[src/inc/sd_cfg_pkg.sv]
// Purpose: shared constants for the SD host function configuration header front registers
// Assumes: 32-bit configuration dwords with byte enables, one clock domain
// Notes:   byte offsets are the printed ones; the dword index drops the low two bits
`default_nettype none
package sd_cfg_pkg;

  // configuration access widths
  localparam int unsigned  DW_ADDR_W      = 6;
  localparam int unsigned  DATA_W         = 32;
  localparam int unsigned  BE_W           = 4;
  localparam int unsigned  REG_W          = 16;

  // byte offsets of the four registers
  localparam logic [7:0]   OFF_MAKER_CODE    = 8'h00;
  localparam logic [7:0]   OFF_PART_CODE     = 8'h02;
  localparam logic [7:0]   OFF_BUS_CONTROL   = 8'h04;
  localparam logic [7:0]   OFF_BUS_CONDITION = 8'h06;

  // dword indices derived from the byte offsets
  localparam logic [5:0]   DW_IDENT       = OFF_MAKER_CODE[7:2];
  localparam logic [5:0]   DW_CTRL        = OFF_BUS_CONTROL[7:2];

  // identification values: arbitrary neutral values
  localparam logic [15:0]  MAKER_CODE     = 16'ha5c3;
  localparam logic [15:0]  PART_CODE      = 16'h5a3c;

  // bus_control field positions
  localparam int unsigned  CTL_INT_MASK   = 10;
  localparam int unsigned  CTL_BTB        = 9;
  localparam int unsigned  CTL_SERR       = 8;
  localparam int unsigned  CTL_STEP       = 7;
  localparam int unsigned  CTL_PERR       = 6;
  localparam int unsigned  CTL_PALETTE    = 5;
  localparam int unsigned  CTL_WINV       = 4;
  localparam int unsigned  CTL_SPECIAL    = 3;
  localparam int unsigned  CTL_INITIATOR  = 2;
  localparam int unsigned  CTL_MEMSPACE   = 1;
  localparam int unsigned  CTL_PORTSPACE  = 0;

  // bus_control reset value and writable bits
  localparam logic [15:0]  CTL_RESET      = 16'h0000;
  localparam logic [15:0]  CTL_WR_MASK    = 16'h0546;

  // bus_condition field positions
  localparam int unsigned  STS_PAR_DET    = 15;
  localparam int unsigned  STS_SYS_ERR    = 14;
  localparam int unsigned  STS_ABORT      = 13;
  localparam int unsigned  STS_TABT_RX    = 12;
  localparam int unsigned  STS_TABT_SIG   = 11;
  localparam int unsigned  STS_DATAPAR    = 8;
  localparam int unsigned  STS_CAP        = 4;
  localparam int unsigned  STS_INT        = 3;

  // bus_condition reset value, fixed bits and clearable bits
  localparam logic [15:0]  STS_RESET      = 16'h0210;
  localparam logic [15:0]  STS_FIXED      = 16'h0210;
  localparam logic [15:0]  STS_CLR_MASK   = 16'hf900;

endpackage
`default_nettype wire

[src/logic/sticky_flag.sv]
// Purpose: one status flag set by hardware and cleared by a write of one
// Assumes: set and clear come from logic on the same clock
// Notes:   a set in the clearing cycle wins, so no event is lost
`timescale 1ns/1ns
`default_nettype none
module sticky_flag (
  input  wire logic clk_i,
  input  wire logic rst_i,
  input  wire logic set_i,
  input  wire logic clear_i,
  output logic      flag_o
);

  logic next_flag;

  // set wins over clear
  assign next_flag = set_i | (flag_o & ~clear_i); // RULE16

  // synchronous reset to zero
  always_ff @(posedge clk_i) begin
    if (rst_i) begin
      flag_o <= 1'b0;
    end else begin
      flag_o <= next_flag;
    end
  end

endmodule
`default_nettype wire

[src/logic/sd_host_pci_config_header.sv]
// Purpose: front of the configuration header of the SD host function: ids, bus_control, bus_condition
// Assumes: configuration accesses arrive as 32-bit dwords with byte enables, same clock as the core
// Notes:   every output is registered; gated outputs follow their causes by one cycle, int_n_o two cycles after irq_cond_i
// Functional notes
// RULE1 - maker_code at offset 00h reads a fixed 16-bit value; writes ignored.
// RULE2 - part_code at offset 02h reads a fixed 16-bit value; writes ignored.
// RULE3 - bus_control sits at offset 04h and resets to all zeros.
// RULE4 - bus_control bits 15 to 11 always read zero.
// RULE5 - bus_control bit 10 set blocks interrupt assertion; clear allows it.
// RULE6 - bus_control bit 9 reads zero; no back-to-back generation.
// RULE7 - bus_control bit 8 enables the system error driver.
// RULE8 - bus_control bit 7 is hardwired zero; no stepping.
// RULE9 - bus_control bit 6 enables driving parity error responses.
// RULE10 - bus_control bit 5 reads zero; no palette snooping.
// RULE11 - bus_control bit 4 reads zero; no write-and-invalidate.
// RULE12 - bus_control bit 3 reads zero; special cycles ignored.
// RULE13 - bus mastering happens only while bus_control bit 2 is one.
// RULE14 - memory cycles are claimed only while bus_control bit 1 is one.
// RULE15 - bus_control bit 0 reads zero; port space never claimed.
// RULE16 - writing one clears a status flag; writing zero leaves it.
// RULE17 - bus_condition sits at offset 06h and resets to 0210h.
// RULE18 - bus_condition bits 10 and 9 read 01b, medium select timing.
// RULE19 - bus_condition bit 4 reads one; capability chain present.
// RULE20 - bit 3 follows the enabled interrupt condition; line asserts if unmasked.
// RULE21 - bus_condition bit 13 sets when an own cycle ends in master abort.
// RULE22 - writes to fixed bits leave them unchanged; readback shows fixed values.
`timescale 1ns/1ns
`default_nettype none
module sd_host_pci_config_header (
  input  wire logic                              clk_i,
  input  wire logic                              rst_i,
  // configuration access port
  input  wire logic                              cfg_sel_i,
  input  wire logic                              cfg_wr_i,
  input  wire logic [sd_cfg_pkg::DW_ADDR_W-1:0]  cfg_dword_i,
  input  wire logic [sd_cfg_pkg::BE_W-1:0]       cfg_be_i,
  input  wire logic [sd_cfg_pkg::DATA_W-1:0]     cfg_wdata_i,
  output logic      [sd_cfg_pkg::DATA_W-1:0]     cfg_rdata_o,
  output logic                                   cfg_ack_o,
  // events and requests from the bus engine and the SD core
  input  wire logic                              irq_cond_i,
  input  wire logic                              addr_par_err_i,
  input  wire logic                              data_par_err_i,
  input  wire logic                              perr_seen_as_master_i,
  input  wire logic                              master_abort_i,
  input  wire logic                              target_abort_rx_i,
  input  wire logic                              target_abort_sig_i,
  input  wire logic                              master_req_i,
  input  wire logic                              mem_hit_i,
  // gated controls toward the bus engine
  output logic                                   int_n_o,
  output logic                                   serr_drive_o,
  output logic                                   perr_drive_o,
  output logic                                   bus_req_o,
  output logic                                   mem_claim_o,
  output logic                                   back_to_back_gen_on_o,
  output logic                                   stepping_ctrl_o,
  output logic                                   palette_snoop_on_o,
  output logic                                   write_invalidate_on_o,
  output logic                                   portspace_response_on_o
);

  import sd_cfg_pkg::*;

  // writable control bits and the interrupt status
  logic                 int_mask;
  logic                 system_error_drive_on;
  logic                 parity_report_on;
  logic                 initiator_on;
  logic                 memspace_response_on;
  logic                 int_pending;

  // status flag vector
  wire  [REG_W-1:0]     sticky;
  logic [REG_W-1:0]     set_vec;
  logic [REG_W-1:0]     clr_vec;

  // views of the two registers
  wire  [REG_W-1:0]     ctrl_view;
  wire  [REG_W-1:0]     cond_view;
  wire  [DATA_W-1:0]    rd_word;

  // access decode
  wire                  hit_ident;
  wire                  hit_ctrl;
  wire                  wr_ctrl;
  wire                  wr_ctrl_lo;
  wire                  wr_ctrl_hi;
  wire                  wr_cond_hi;
  wire  [REG_W-1:0]     ctrl_wdata;
  wire  [REG_W-1:0]     cond_wdata;
  wire  [REG_W-1:0]     next_ctrl;

  logic                 capability_chain_present;
  logic                 initiator_abort_seen;

  // dword decode of configuration accesses
  assign hit_ident  = cfg_sel_i && (cfg_dword_i == DW_IDENT);
  assign hit_ctrl   = cfg_sel_i && (cfg_dword_i == DW_CTRL);
  assign wr_ctrl    = hit_ctrl && cfg_wr_i;
  assign wr_ctrl_lo = wr_ctrl && cfg_be_i[0];
  assign wr_ctrl_hi = wr_ctrl && cfg_be_i[1];
  assign wr_cond_hi = wr_ctrl && cfg_be_i[3];
  assign ctrl_wdata = cfg_wdata_i[15:0];
  assign cond_wdata = cfg_wdata_i[31:16];

  // bus_control readback: only the five writable bits can show a one
  assign ctrl_view = {5'h00,                          // RULE4
                      int_mask,                       // RULE5
                      1'b0,                           // RULE6
                      system_error_drive_on,          // RULE7
                      1'b0,                           // RULE8
                      parity_report_on,               // RULE9
                      1'b0,                           // RULE10
                      1'b0,                           // RULE11
                      1'b0,                           // RULE12
                      initiator_on,                   // RULE13
                      memspace_response_on,           // RULE14
                      1'b0};                          // RULE15

  // fixed status bits
  assign capability_chain_present = STS_FIXED[STS_CAP]; // RULE19
  assign initiator_abort_seen     = sticky[STS_ABORT];

  // bus_condition readback: sticky flags, fixed bits, live interrupt status
  assign cond_view = (sticky & STS_CLR_MASK)
                   | (STS_FIXED & ~(16'h0001 << STS_CAP))              // RULE17 RULE18 RULE22
                   | ({15'h0000, capability_chain_present} << STS_CAP) // RULE19
                   | (int_pending ? (16'h0001 << STS_INT) : 16'h0000); // RULE20

  // read mux; unmapped dwords read zero
  assign rd_word = hit_ident ? {PART_CODE, MAKER_CODE} :     // RULE1 RULE2
                   hit_ctrl  ? {cond_view, ctrl_view}  :     // RULE3 RULE17
                               32'h0000_0000;

  // byte-lane write merge of the writable control bits only
  assign next_ctrl = {wr_ctrl_hi ? ctrl_wdata[15:8] : ctrl_view[15:8],
                      wr_ctrl_lo ? ctrl_wdata[7:0]  : ctrl_view[7:0]} & CTL_WR_MASK; // RULE22

  // control register update
  always_ff @(posedge clk_i) begin
    if (rst_i) begin
      int_mask              <= CTL_RESET[CTL_INT_MASK];  // RULE3
      system_error_drive_on <= CTL_RESET[CTL_SERR];
      parity_report_on      <= CTL_RESET[CTL_PERR];
      initiator_on          <= CTL_RESET[CTL_INITIATOR];
      memspace_response_on  <= CTL_RESET[CTL_MEMSPACE];
    end else begin
      int_mask              <= next_ctrl[CTL_INT_MASK];
      system_error_drive_on <= next_ctrl[CTL_SERR];
      parity_report_on      <= next_ctrl[CTL_PERR];
      initiator_on          <= next_ctrl[CTL_INITIATOR];
      memspace_response_on  <= next_ctrl[CTL_MEMSPACE];
    end
  end

  // set sources of the sticky status flags
  always_comb begin
    set_vec               = 16'h0000;
    set_vec[STS_PAR_DET]  = addr_par_err_i | data_par_err_i;
    set_vec[STS_SYS_ERR]  = serr_drive_o;                          // set once signalled
    set_vec[STS_ABORT]    = master_abort_i;                        // RULE21
    set_vec[STS_TABT_RX]  = target_abort_rx_i;
    set_vec[STS_TABT_SIG] = target_abort_sig_i;
    set_vec[STS_DATAPAR]  = perr_seen_as_master_i & parity_report_on;
  end

  // write-one-to-clear in the high status byte
  assign clr_vec = wr_cond_hi ? (cond_wdata & STS_CLR_MASK) : 16'h0000; // RULE16

  // one sticky cell per clearable bit, constant zero elsewhere
  genvar gi;
  generate
    for (gi = 0; gi < REG_W; gi++) begin : g_sts
      if (STS_CLR_MASK[gi]) begin : g_cell
        sticky_flag u_flag (
          .clk_i   (clk_i),
          .rst_i   (rst_i),
          .set_i   (set_vec[gi]),
          .clear_i (clr_vec[gi]),
          .flag_o  (sticky[gi])
        );
      end else begin : g_zero
        assign sticky[gi] = STS_RESET[gi] & STS_CLR_MASK[gi];
      end
    end
  endgenerate

  // configuration answer: data and ack one cycle after the access
  always_ff @(posedge clk_i) begin
    if (rst_i) begin
      cfg_rdata_o <= 32'h0000_0000;
      cfg_ack_o   <= 1'b0;
    end else begin
      cfg_rdata_o <= (cfg_sel_i && !cfg_wr_i) ? rd_word : 32'h0000_0000;
      cfg_ack_o   <= cfg_sel_i;
    end
  end

  // interrupt status tracks the enabled condition; line is low active
  always_ff @(posedge clk_i) begin
    if (rst_i) begin
      int_pending <= 1'b0;
      int_n_o     <= 1'b1;
    end else begin
      int_pending <= irq_cond_i;                      // RULE20
      int_n_o     <= ~(int_pending & ~int_mask);      // RULE5 RULE20
    end
  end

  // gated controls toward the bus engine
  always_ff @(posedge clk_i) begin
    if (rst_i) begin
      serr_drive_o <= 1'b0;
      perr_drive_o <= 1'b0;
      bus_req_o    <= 1'b0;
      mem_claim_o  <= 1'b0;
    end else begin
      serr_drive_o <= addr_par_err_i & system_error_drive_on; // RULE7
      perr_drive_o <= data_par_err_i & parity_report_on;      // RULE9
      bus_req_o    <= master_req_i & initiator_on;            // RULE13
      mem_claim_o  <= mem_hit_i & memspace_response_on;       // RULE14
    end
  end

  // unsupported features stay off
  always_ff @(posedge clk_i) begin
    if (rst_i) begin
      back_to_back_gen_on_o   <= 1'b0;
      stepping_ctrl_o         <= 1'b0;
      palette_snoop_on_o      <= 1'b0;
      write_invalidate_on_o   <= 1'b0;
      portspace_response_on_o <= 1'b0;
    end else begin
      back_to_back_gen_on_o   <= ctrl_view[CTL_BTB];       // RULE6
      stepping_ctrl_o         <= ctrl_view[CTL_STEP];      // RULE8
      palette_snoop_on_o      <= ctrl_view[CTL_PALETTE];   // RULE10
      write_invalidate_on_o   <= ctrl_view[CTL_WINV];      // RULE11
      portspace_response_on_o <= ctrl_view[CTL_PORTSPACE]; // RULE15
    end
  end

  // identity reads return the fixed codes even after writes
  chk_ident_read: assert property (@(posedge clk_i) disable iff (rst_i) // RULE1
    (cfg_sel_i && !cfg_wr_i && cfg_dword_i == DW_IDENT) |=> (cfg_rdata_o[15:0] == MAKER_CODE))
    else $error("maker code readback wrong");

  chk_part_read: assert property (@(posedge clk_i) disable iff (rst_i) // RULE2
    (cfg_sel_i && !cfg_wr_i && cfg_dword_i == DW_IDENT) |=> (cfg_rdata_o[31:16] == PART_CODE))
    else $error("part code readback wrong");

  // reset values of both registers
  chk_ctrl_reset: assert property (@(posedge clk_i) // RULE3
    $past(rst_i) |-> (ctrl_view == CTL_RESET))
    else $error("bus_control not zero after reset");

  chk_cond_reset: assert property (@(posedge clk_i) // RULE17
    $past(rst_i) |-> ((cond_view & ~(16'h0001 << STS_INT)) == STS_RESET))
    else $error("bus_condition reset value wrong");

  // hardwired control bits never read back as one
  chk_ctrl_fixed: assert property (@(posedge clk_i) disable iff (rst_i) // RULE4 RULE6 RULE8 RULE10
    (cfg_sel_i && !cfg_wr_i && cfg_dword_i == DW_CTRL) |=> ((cfg_rdata_o[15:0] & ~CTL_WR_MASK) == 16'h0000))
    else $error("hardwired control bit reads one");

  chk_unsupported_off: assert property (@(posedge clk_i) disable iff (rst_i) // RULE11 RULE12 RULE15
    ##1 !(portspace_response_on_o || write_invalidate_on_o || ctrl_view[CTL_SPECIAL]))
    else $error("unsupported feature enabled");

  // fixed status bits read as documented
  chk_cond_fixed: assert property (@(posedge clk_i) disable iff (rst_i) // RULE18 RULE19 RULE22
    (cfg_sel_i && !cfg_wr_i && cfg_dword_i == DW_CTRL)
    |=> (cfg_rdata_o[26:25] == 2'b01) && cfg_rdata_o[20] && (cfg_rdata_o[18:16] == 3'b000))
    else $error("fixed status bits wrong");

  // interrupt line only when status bit set and unmasked
  chk_int_gate: assert property (@(posedge clk_i) disable iff (rst_i) // RULE5 RULE20
    !int_n_o |-> $past(int_pending && !int_mask))
    else $error("interrupt asserted while masked or idle");

  chk_int_follow: assert property (@(posedge clk_i) disable iff (rst_i) // RULE20
    (irq_cond_i && !int_mask) ##1 !int_mask |=> !int_n_o)
    else $error("interrupt not asserted");

  // error drivers gated by their enables
  chk_serr_gate: assert property (@(posedge clk_i) disable iff (rst_i) // RULE7
    serr_drive_o |-> $past(system_error_drive_on && addr_par_err_i))
    else $error("serr driven while disabled");

  chk_perr_gate: assert property (@(posedge clk_i) disable iff (rst_i) // RULE9
    perr_drive_o |-> $past(parity_report_on && data_par_err_i))
    else $error("perr driven while disabled");

  // master request gated; memory hit claimed while memory response is on
  chk_master_gate: assert property (@(posedge clk_i) disable iff (rst_i) // RULE13
    bus_req_o |-> $past(master_req_i && initiator_on))
    else $error("bus request while mastering off");

  chk_mem_gate: assert property (@(posedge clk_i) disable iff (rst_i) // RULE14
    (mem_hit_i && memspace_response_on) |=> mem_claim_o)
    else $error("memory hit not claimed");

  // sticky abort flag: set by abort, cleared by write of one only
  chk_abort_set: assert property (@(posedge clk_i) disable iff (rst_i) // RULE21
    master_abort_i |=> initiator_abort_seen)
    else $error("master abort not recorded");

  chk_abort_clear: assert property (@(posedge clk_i) disable iff (rst_i) // RULE16
    (wr_cond_hi && cond_wdata[STS_ABORT] && !master_abort_i) |=> !initiator_abort_seen)
    else $error("write of one did not clear");

  chk_abort_hold: assert property (@(posedge clk_i) disable iff (rst_i) // RULE16
    (initiator_abort_seen && !(wr_cond_hi && cond_wdata[STS_ABORT])) |=> initiator_abort_seen)
    else $error("status flag lost without clear");

  // control writes land per byte lane; other cycles keep the bits
  chk_ctrl_lo_write: assert property (@(posedge clk_i) disable iff (rst_i) // RULE9 RULE13 RULE14
    wr_ctrl_lo |=> ((ctrl_view[7:0] & CTL_WR_MASK[7:0]) == $past(cfg_wdata_i[7:0] & CTL_WR_MASK[7:0])))
    else $error("low control byte write lost");

  chk_ctrl_hi_write: assert property (@(posedge clk_i) disable iff (rst_i) // RULE5 RULE7
    wr_ctrl_hi |=> ((ctrl_view[15:8] & CTL_WR_MASK[15:8]) == $past(cfg_wdata_i[15:8] & CTL_WR_MASK[15:8])))
    else $error("high control byte write lost");

  chk_ctrl_keep: assert property (@(posedge clk_i) disable iff (rst_i) // RULE22
    (!wr_ctrl_lo && !wr_ctrl_hi) |=> $stable(ctrl_view))
    else $error("control bits changed without write");

  // mask forces the line high; status bit reads the live interrupt level
  chk_int_block: assert property (@(posedge clk_i) disable iff (rst_i) // RULE5
    int_mask |=> int_n_o)
    else $error("interrupt asserted while masked");

  chk_int_status: assert property (@(posedge clk_i) disable iff (rst_i) // RULE20
    (cfg_sel_i && !cfg_wr_i && cfg_dword_i == DW_CTRL)
    |=> (cfg_rdata_o[REG_W + STS_INT] == $past(int_pending)))
    else $error("interrupt status readback wrong");

  // master request and memory claim follow their enables both ways
  chk_master_follow: assert property (@(posedge clk_i) disable iff (rst_i) // RULE13
    (master_req_i && initiator_on) |=> bus_req_o)
    else $error("bus request not raised");

  chk_mem_block: assert property (@(posedge clk_i) disable iff (rst_i) // RULE14
    !memspace_response_on |=> !mem_claim_o)
    else $error("memory claimed while response off");

  // a write of one clears every flag unless a set lands in the same cycle
  chk_flags_clear: assert property (@(posedge clk_i) disable iff (rst_i) // RULE16
    wr_cond_hi |=> ((sticky & $past(cond_wdata & STS_CLR_MASK & ~set_vec)) == 16'h0000))
    else $error("status flag not cleared");

endmodule
`default_nettype wire

[config.mk]
export PLATFORM = sky130hd
export DESIGN_NAME = sd_host_pci_config_header
export DESIGN_NICKNAME = d
export VERILOG_FILES = /design/src/inc/sd_cfg_pkg.sv /design/src/logic/sticky_flag.sv /design/src/logic/sd_host_pci_config_header.sv
export SDC_FILE = /design/constraint.sdc
export NUM_CORES = 1
export LEC_CHECK = 0
export ABC_AREA = 1
export BUFFER_PORTS_ARGS = -buffer_cell sky130_fd_sc_hd__buf_4
export CAP_MARGIN = 10
export CELL_PAD_IN_SITES_DETAIL_PLACEMENT = 0
export CELL_PAD_IN_SITES_GLOBAL_PLACEMENT = 1
export CORE_AREA = 2 2 71 79
export DETAILED_ROUTE_END_ITERATION = 7
export DIE_AREA = 0 0 73 81
export PLACE_DENSITY_LB_ADDON = 0.12
export REMOVE_ABC_BUFFERS = 1
export SYNTH_ARGS = -nofsm -noshare
export SYNTH_HDL_FRONTEND = slang
export SYNTH_SLANG_ARGS = --single-unit
[constraint.sdc]
create_clock -name clk_i -period 1.13 [get_ports clk_i]
set_clock_uncertainty 0.1 [all_clocks]
set_input_delay 0.0565 -clock clk_i [delete_from_list [all_inputs] [get_ports clk_i]]
set_output_delay 0.0565 -clock clk_i [all_outputs]
set_load 0.05 [all_outputs]
==> flow_summary.ini, run 1 <==
[worst_setup_path]
crit_type = flip-flop to output port
end_kind = output port
max_stage_delay_ps = 410
critPathLaunchType = flip-flop
regToRegStartpoint = parity_report_on
worstPathArrival_ps = 920
critPathTopFamily = flip-flops
crit_chain = buf_4
cpMaxStageDelayCell = dfxtp_1
required_ps = 970
crit_path_max_fanout = 6
critPathLaunch = cfg_rdata_o[21]
path_buf_inv = 1

[drt]
drtAntennaViolNets = 0
initialDrtViolationCount = 27
wl_um = 3260
post_drt_wl_per_cell_um = 10.8
vias = 1147
first_pass_iters = 5
drc = 0
vias_per_cell = 3.81

[floorplan]
die_w_um = 73
num_rows = 28
die-area_um2 = 5910
die_h_um = 81
io-pin-count = 98
core_area_um2 = 5220
initial_core_util_pct = 24.8

[place]
port_buffers = 58
dpl_cell_area_um2 = 1740
gp_congestion = 0.747
dp_hpwl_um = 2410

[layout]
postLayoutCellArea_um2 = 2020
drive_above_1_share_pct = 35.3
final_nets = 295
area_growth_pct = 56.4
fill_cells = 565
antennaDiodeCount = 0

[global_routing]
grt_max_degree = 13
grt-ovfl-total = 0
gr-usage-met2_pct = 18.3
grt-busiest-layer = met2
met1_usage_pct = 13.4
grt_usage_pct = 11.3
grt_first_pass_wirelength_um = 4930
antenna_found_initial = 0
grt_pass1_vias = 1066
grtUsageMet3_pct = 4.22

[clocking]
cts_tree = yes
max-clock-path-buffers = 2
clock_latency_ps = 280
root_buffer = clkbuf_8
clk_pin_slew_worst_paths_ps = 60
numCtsBuffers = 5
htree_num_levels = 2
cts.sinks = 32

[yosys]
synthCells = 160
synth.top_cells.by_area = dfxtp_1 50%, buf_4 13%, inv_1 7.3%
yosysSeqAreaShare_pct = 49.6
yosysWarnings = 0
syn_area_um2 = 1290
syn_avg_cell_area_um2 = 8.08
synth.largest_area_cell = dfxtp_1
synth.distinct_cells = 16
ys_ff_latch = 32
synth_top_area_share_pct = 49.6

[timing]
finalMaxSlewViolations = 0
timing.final.crit_period_ps = 1070
max_freq_ghz = 0.933
setup_violations = 0
fin_crit_sh_pct = 94.8
hold_violations = 0
rsz0062_at_grt = true

[hold_path]
worstHoldStart = cfg_wdata_i[28]
holdCritPathClass = input port to flip-flop

[pwr]
peakVddDrop_v = 0.000724
power.leakage_nw = 1.01
cellPowerDensity_nw_per_um2 = 1200
power_mw = 2.42

[run]
maxCapViolCount = 0

[outcome]
status = completed
[cell type report]
class	count	area, um2	share of cell area (%)
clock buffers	8	90.1	4.46
inverters	26	103	5.07
multi-input cells	93	448	22.2
flip-flops and latches	32	641	31.7
well taps	60	75.1	3.71
repair buffers	81	661	32.7
repair inverters	1	5.00	0.248
[routing by layer]
| metal | part of all wire, % | wire length (um) |
|---|---|---|
| met1 | 43 | 1400 |
| met5 | 0 | 0 |
| met4 | 1.3 | 43 |
| met2 | 49 | 1590 |
| met3 | 7.0 | 227 |
[power by group]
| part | switching, mW | total (mW) | internal [mW] |
|---|---|---|---|
| sequential | 0.00688 | 1.15 | 1.14 |
| clock | 0.404 | 0.901 | 0.496 |
| combinational | 0.226 | 0.368 | 0.142 |
[what timing repair did]
action | 4_1_cts | 5_1_grt
hold endpoints to repair | 17 | 0
hold buffers | 17 | 0
gates resized for setup | 0 | 6
endpoints found under the setup margin | 0 | 19
setup buffers | 0 | 1
[Yosys cell counts]
library cell,count
conb_1,1
nand3_1,3
buf_2,1
clkbuf_1,1
nor2_1,22
nand3_2,1
a21oi_1,14
nor2_8,1
dfxtp_1,32
nor2_4,2
nand2_1,24
nand2_2,3
inv_4,1
inv_1,25
nand4_1,6
buf_4,23
[per-stage QoR]
step / setup slack [ps] / hold WS, ps / TNS [ps] / util [%] / std cells
2_1_floorplan: -1220 / 25.6 / -7340 / - / 151
3_3_place_gp: -4.07 / 162 / -4.07 / 33.3 / 275
3_5_place_dp: 7.79 / 166 / 0 / 33.3 / 275
4_1_cts: 7.02 / 1.09 / 0 / 38.3 / 300
5_1_grt: -5.17 / 35.4 / -25.0 / 38.7 / 301
6_report: 58.3 / 5.34 / 0 / 38.7 / 301
[state kept, by name (all words and copies together) (netlist names)]
signal	cells
parity_report_on	1
serr_drive_o	1
initiator_on	1
bus_req_o	1
mem_claim_o	1
int_pending	1
system_error_drive_on	1
cfg_ack_o	1
memspace_response_on	1
cfg_rdata_o	14
int_n_o	1
perr_drive_o	1
g_sts.g_cell.u_flag.flag_o	6
int_mask	1
[worst paths after layout]
path	end	slack (ps)	cells past startpoint
worst max register to register	parity_report_on	340	4
worst min-delay path	g_sts[12].g_cell.u_flag.flag_o	5	4
worst max-delay path	cfg_rdata_o[21]	60	1
worst min register to register	int_n_o	310	1
[worst register-to-register path: cells and delay by family (launching register included)]
family,cells,cell delay (ps)
buf+inv,1,80
flops,1,370
simple gates,3,180
[placed cells by master, fill, tap and decap left out]
cell type       n
clkinv_2        1
clkbuf_8        6
nor2_4          2
nand4_1         6
nor2_8          1
clkinv_4        1
a21oi_1        10
dfxtp_1        32
nand2_2         4
a21oi_2         4
buf_4          64
conb_1         17
buf_12          1
dlygate4sd3_1  16
nor2_1         22
nand3_2         1
nand3_1         3
inv_1          25
nand2_1        23
clkbuf_1        2
[kinds of logic (layout without fill, tap and decap cells)]
logic type	after synthesis	count (layout)	synth area share [%]
compound gates	14	14	5.42
other cells	1	17	0.290
simple gates	62	62	22.9
buf+inv	51	116	21.8
flops	32	32	49.6
No activity file was read; power rests on OpenSTA's default activity.
==> run 2: changes to the inputs <==
CORE_AREA = 2 2 73 82   (was 2 2 71 79)
DIE_AREA = 0 0 75 84   (was 0 0 73 81)
REMOVE_ABC_BUFFERS = not set   (was 1)
SYNTH_HIERARCHICAL = 1   (was not set)
==> run 2 against run 1 <==
  * Sequential power about the same
  * Non-clock buffer count shrank 3
  * Combinational power up 2%
  * Setup slack improved by 54 ps
  * Sequential share of layout area shrank 1.3 points
  * Die area is 6.5% higher
  * Cell area rose by 4.6%
  * Worst hold slack gained 0.52 ps
  * Area after synthesis is 10% higher
  * Largest power group unchanged
==> flow_summary.ini, run 2 <==
[floorplan]
core_area_um2 = 5550
die_h_um = 84
io-pin-count = 98
initial_core_util_pct = 25.7
num_rows = 29
die-area_um2 = 6300
die_w_um = 75

[worst_setup_path]
cpMaxStageDelayCell = dfxtp_2
worstPathArrival_ps = 860
critPathLaunchType = flip-flop
crit_path_max_fanout = 6
end_kind = output port
critPathTopFamily = flip-flops
crit_chain = buf_4
path_buf_inv = 1
crit_type = flip-flop to output port
required_ps = 970
max_stage_delay_ps = 370

[layout]
layout_commonest_cell = buf_4
postLayoutCellArea_um2 = 2120
final_util_pct = 38.1
final_nets = 310
final_cells = 332
drive_above_1_share_pct = 33.7
top_regs = cfg_rdata_o x14, g_sts.g_cell.u_flag/flag_o x6
area_growth_pct = 48.5
largest_register_ffs = 14
antennaDiodeCount = 0
mostFrequentLayoutCells = 62 x buf_4, 43 x inv_1, 31 x dfxtp_1, 22 x nor2_1, 20 x nand2_1
largest_register = cfg_rdata_o

[pwr]
power_mw = 2.49
peakVddDrop_v = 0.000578
cellPowerDensity_nw_per_um2 = 1170
power.leakage_nw = 1.07

[timing]
hold_violations = 0
fin_crit_sh_pct = 90.1
rsz0062_at_grt = false
finalMaxSlewViolations = 0
timing.final.crit_period_ps = 1020
setup_violations = 0
max_freq_ghz = 0.982

[run]
maxCapViolCount = 0

[global_routing]
grt_pass1_vias = 1131
grt_usage_pct = 11.2
antenna_found_initial = 0
grt_max_degree = 10
grt_first_pass_wirelength_um = 5220
grt-ovfl-total = 0

[clocking]
numCtsBuffers = 5
clock_latency_ps = 280
max-clock-path-buffers = 2
cts.sinks = 32
root_buffer = clkbuf_8
cts_tree = yes
clk_pin_slew_worst_paths_ps = 70
htree_num_levels = 2
post_cts_buffers = 0

[yosys]
synth_flop_cell = dfxtp_1
yosysMostFrequentCell = inv_1
synthCells = 179
syn_area_um2 = 1430
synth.top_cells.by_area = dfxtp_1 45%, buf_4 12%, inv_1 11%
synth.distinct_cells = 20
synth_edf_count = 0
synth.largest_area_cell = dfxtp_1
synth_top_area_share_pct = 45.0
ys_ff_latch = 32
yosys-top-cells-count = 43 x inv_1, 32 x dfxtp_1, 23 x buf_4
yosysSeqAreaShare_pct = 45.0
yosysWarnings = 6
async_flop_share_pct = 0
syn_avg_cell_area_um2 = 7.96

[drt]
wl_um = 3230
vias = 1161
first_pass_iters = 4
drc = 0
vias_per_cell = 3.50
drtAntennaViolNets = 0
initialDrtViolationCount = 54
post_drt_wl_per_cell_um = 9.73

[place]
dpl_cell_area_um2 = 1860
dpl.cell_count = 309
port_buffers = 58
dp_hpwl_um = 2430
gp_congestion = 0.655

[hold_path]
holdCritPathClass = input port to flip-flop

[outcome]
status = completed
[run 2: path summary, 6_finish.rpt]
kind	depth (start not counted)	end	slack, ps	startpoint
min reg2reg	2	cfg_rdata_o[29]	330	g_sts[13].g_cell.u_flag/flag_o
min	4	memspace_response_on	6	cfg_be_i[0]
max reg2reg	4	system_error_drive_on	370	system_error_drive_on
max	1	cfg_rdata_o[7]	110	cfg_rdata_o[21]
[run 2: final cells by class]
cell class              instances  area (um2)
fillers                       609        3440
flip-flops and latches         32         642
repair buffers                 78         626
multi-input cells              93         487
inverters                      45         169
clock buffers                   7        96.3
well taps                      77        96.3
[run 2: report_power, final]
| part | total [mW] | switching (mW) | internal (mW) | leakage [nW] |
|---|---|---|---|---|
| Clock | 0.956 | 0.414 | 0.542 | 0.0503 |
| Sequential | 1.15 | 0.00918 | 1.14 | 0.260 |
| Combinational | 0.376 | 0.234 | 0.142 | 0.756 |
[run 2: logic make-up (layout without fill, tap and decap cells)]
family                 Yosys count  after routing  share of synthesized area [%]
AND/OR/NAND/NOR                 62             62                           22.0
AO/OA/AOI/OAI                   14             14                           7.64
buffers and inverters           70            130                           25.1
flip-flops                      32             32                           45.0
other                            1             17                          0.263
[run 2: through the flow]
stage	hold slack, ps	setup TNS [ps]	setup WS [ps]
after floorplan	18.9	0	0.151
after global placement	165	-371	-49.3
after detailed placement	162	-573	-71.2
after CTS	2.27	0	26.2
after global routing	24.1	0	63.8
final	5.86	0	112
[run 2: repair_timing]
| action | in CTS | in global routing |
|---|---|---|
| setup endpoints to repair | 0 | 6 |
| hold endpoints to repair | 14 | 0 |
| gates resized for setup | 0 | 1 |
| hold buffers | 16 | 0 |
[run 2: metal layers]
metal / vias to the layer above / global-route usage, % / part of all wire (%)
li1: 639 / - / -
met3: 4 / 4.71 / 7.8
met2: 42 / 16.3 / 44
met1: 476 / 14.6 / 47
met5: - / 0 / 0
met4: 0 / 4.38 / 0.96
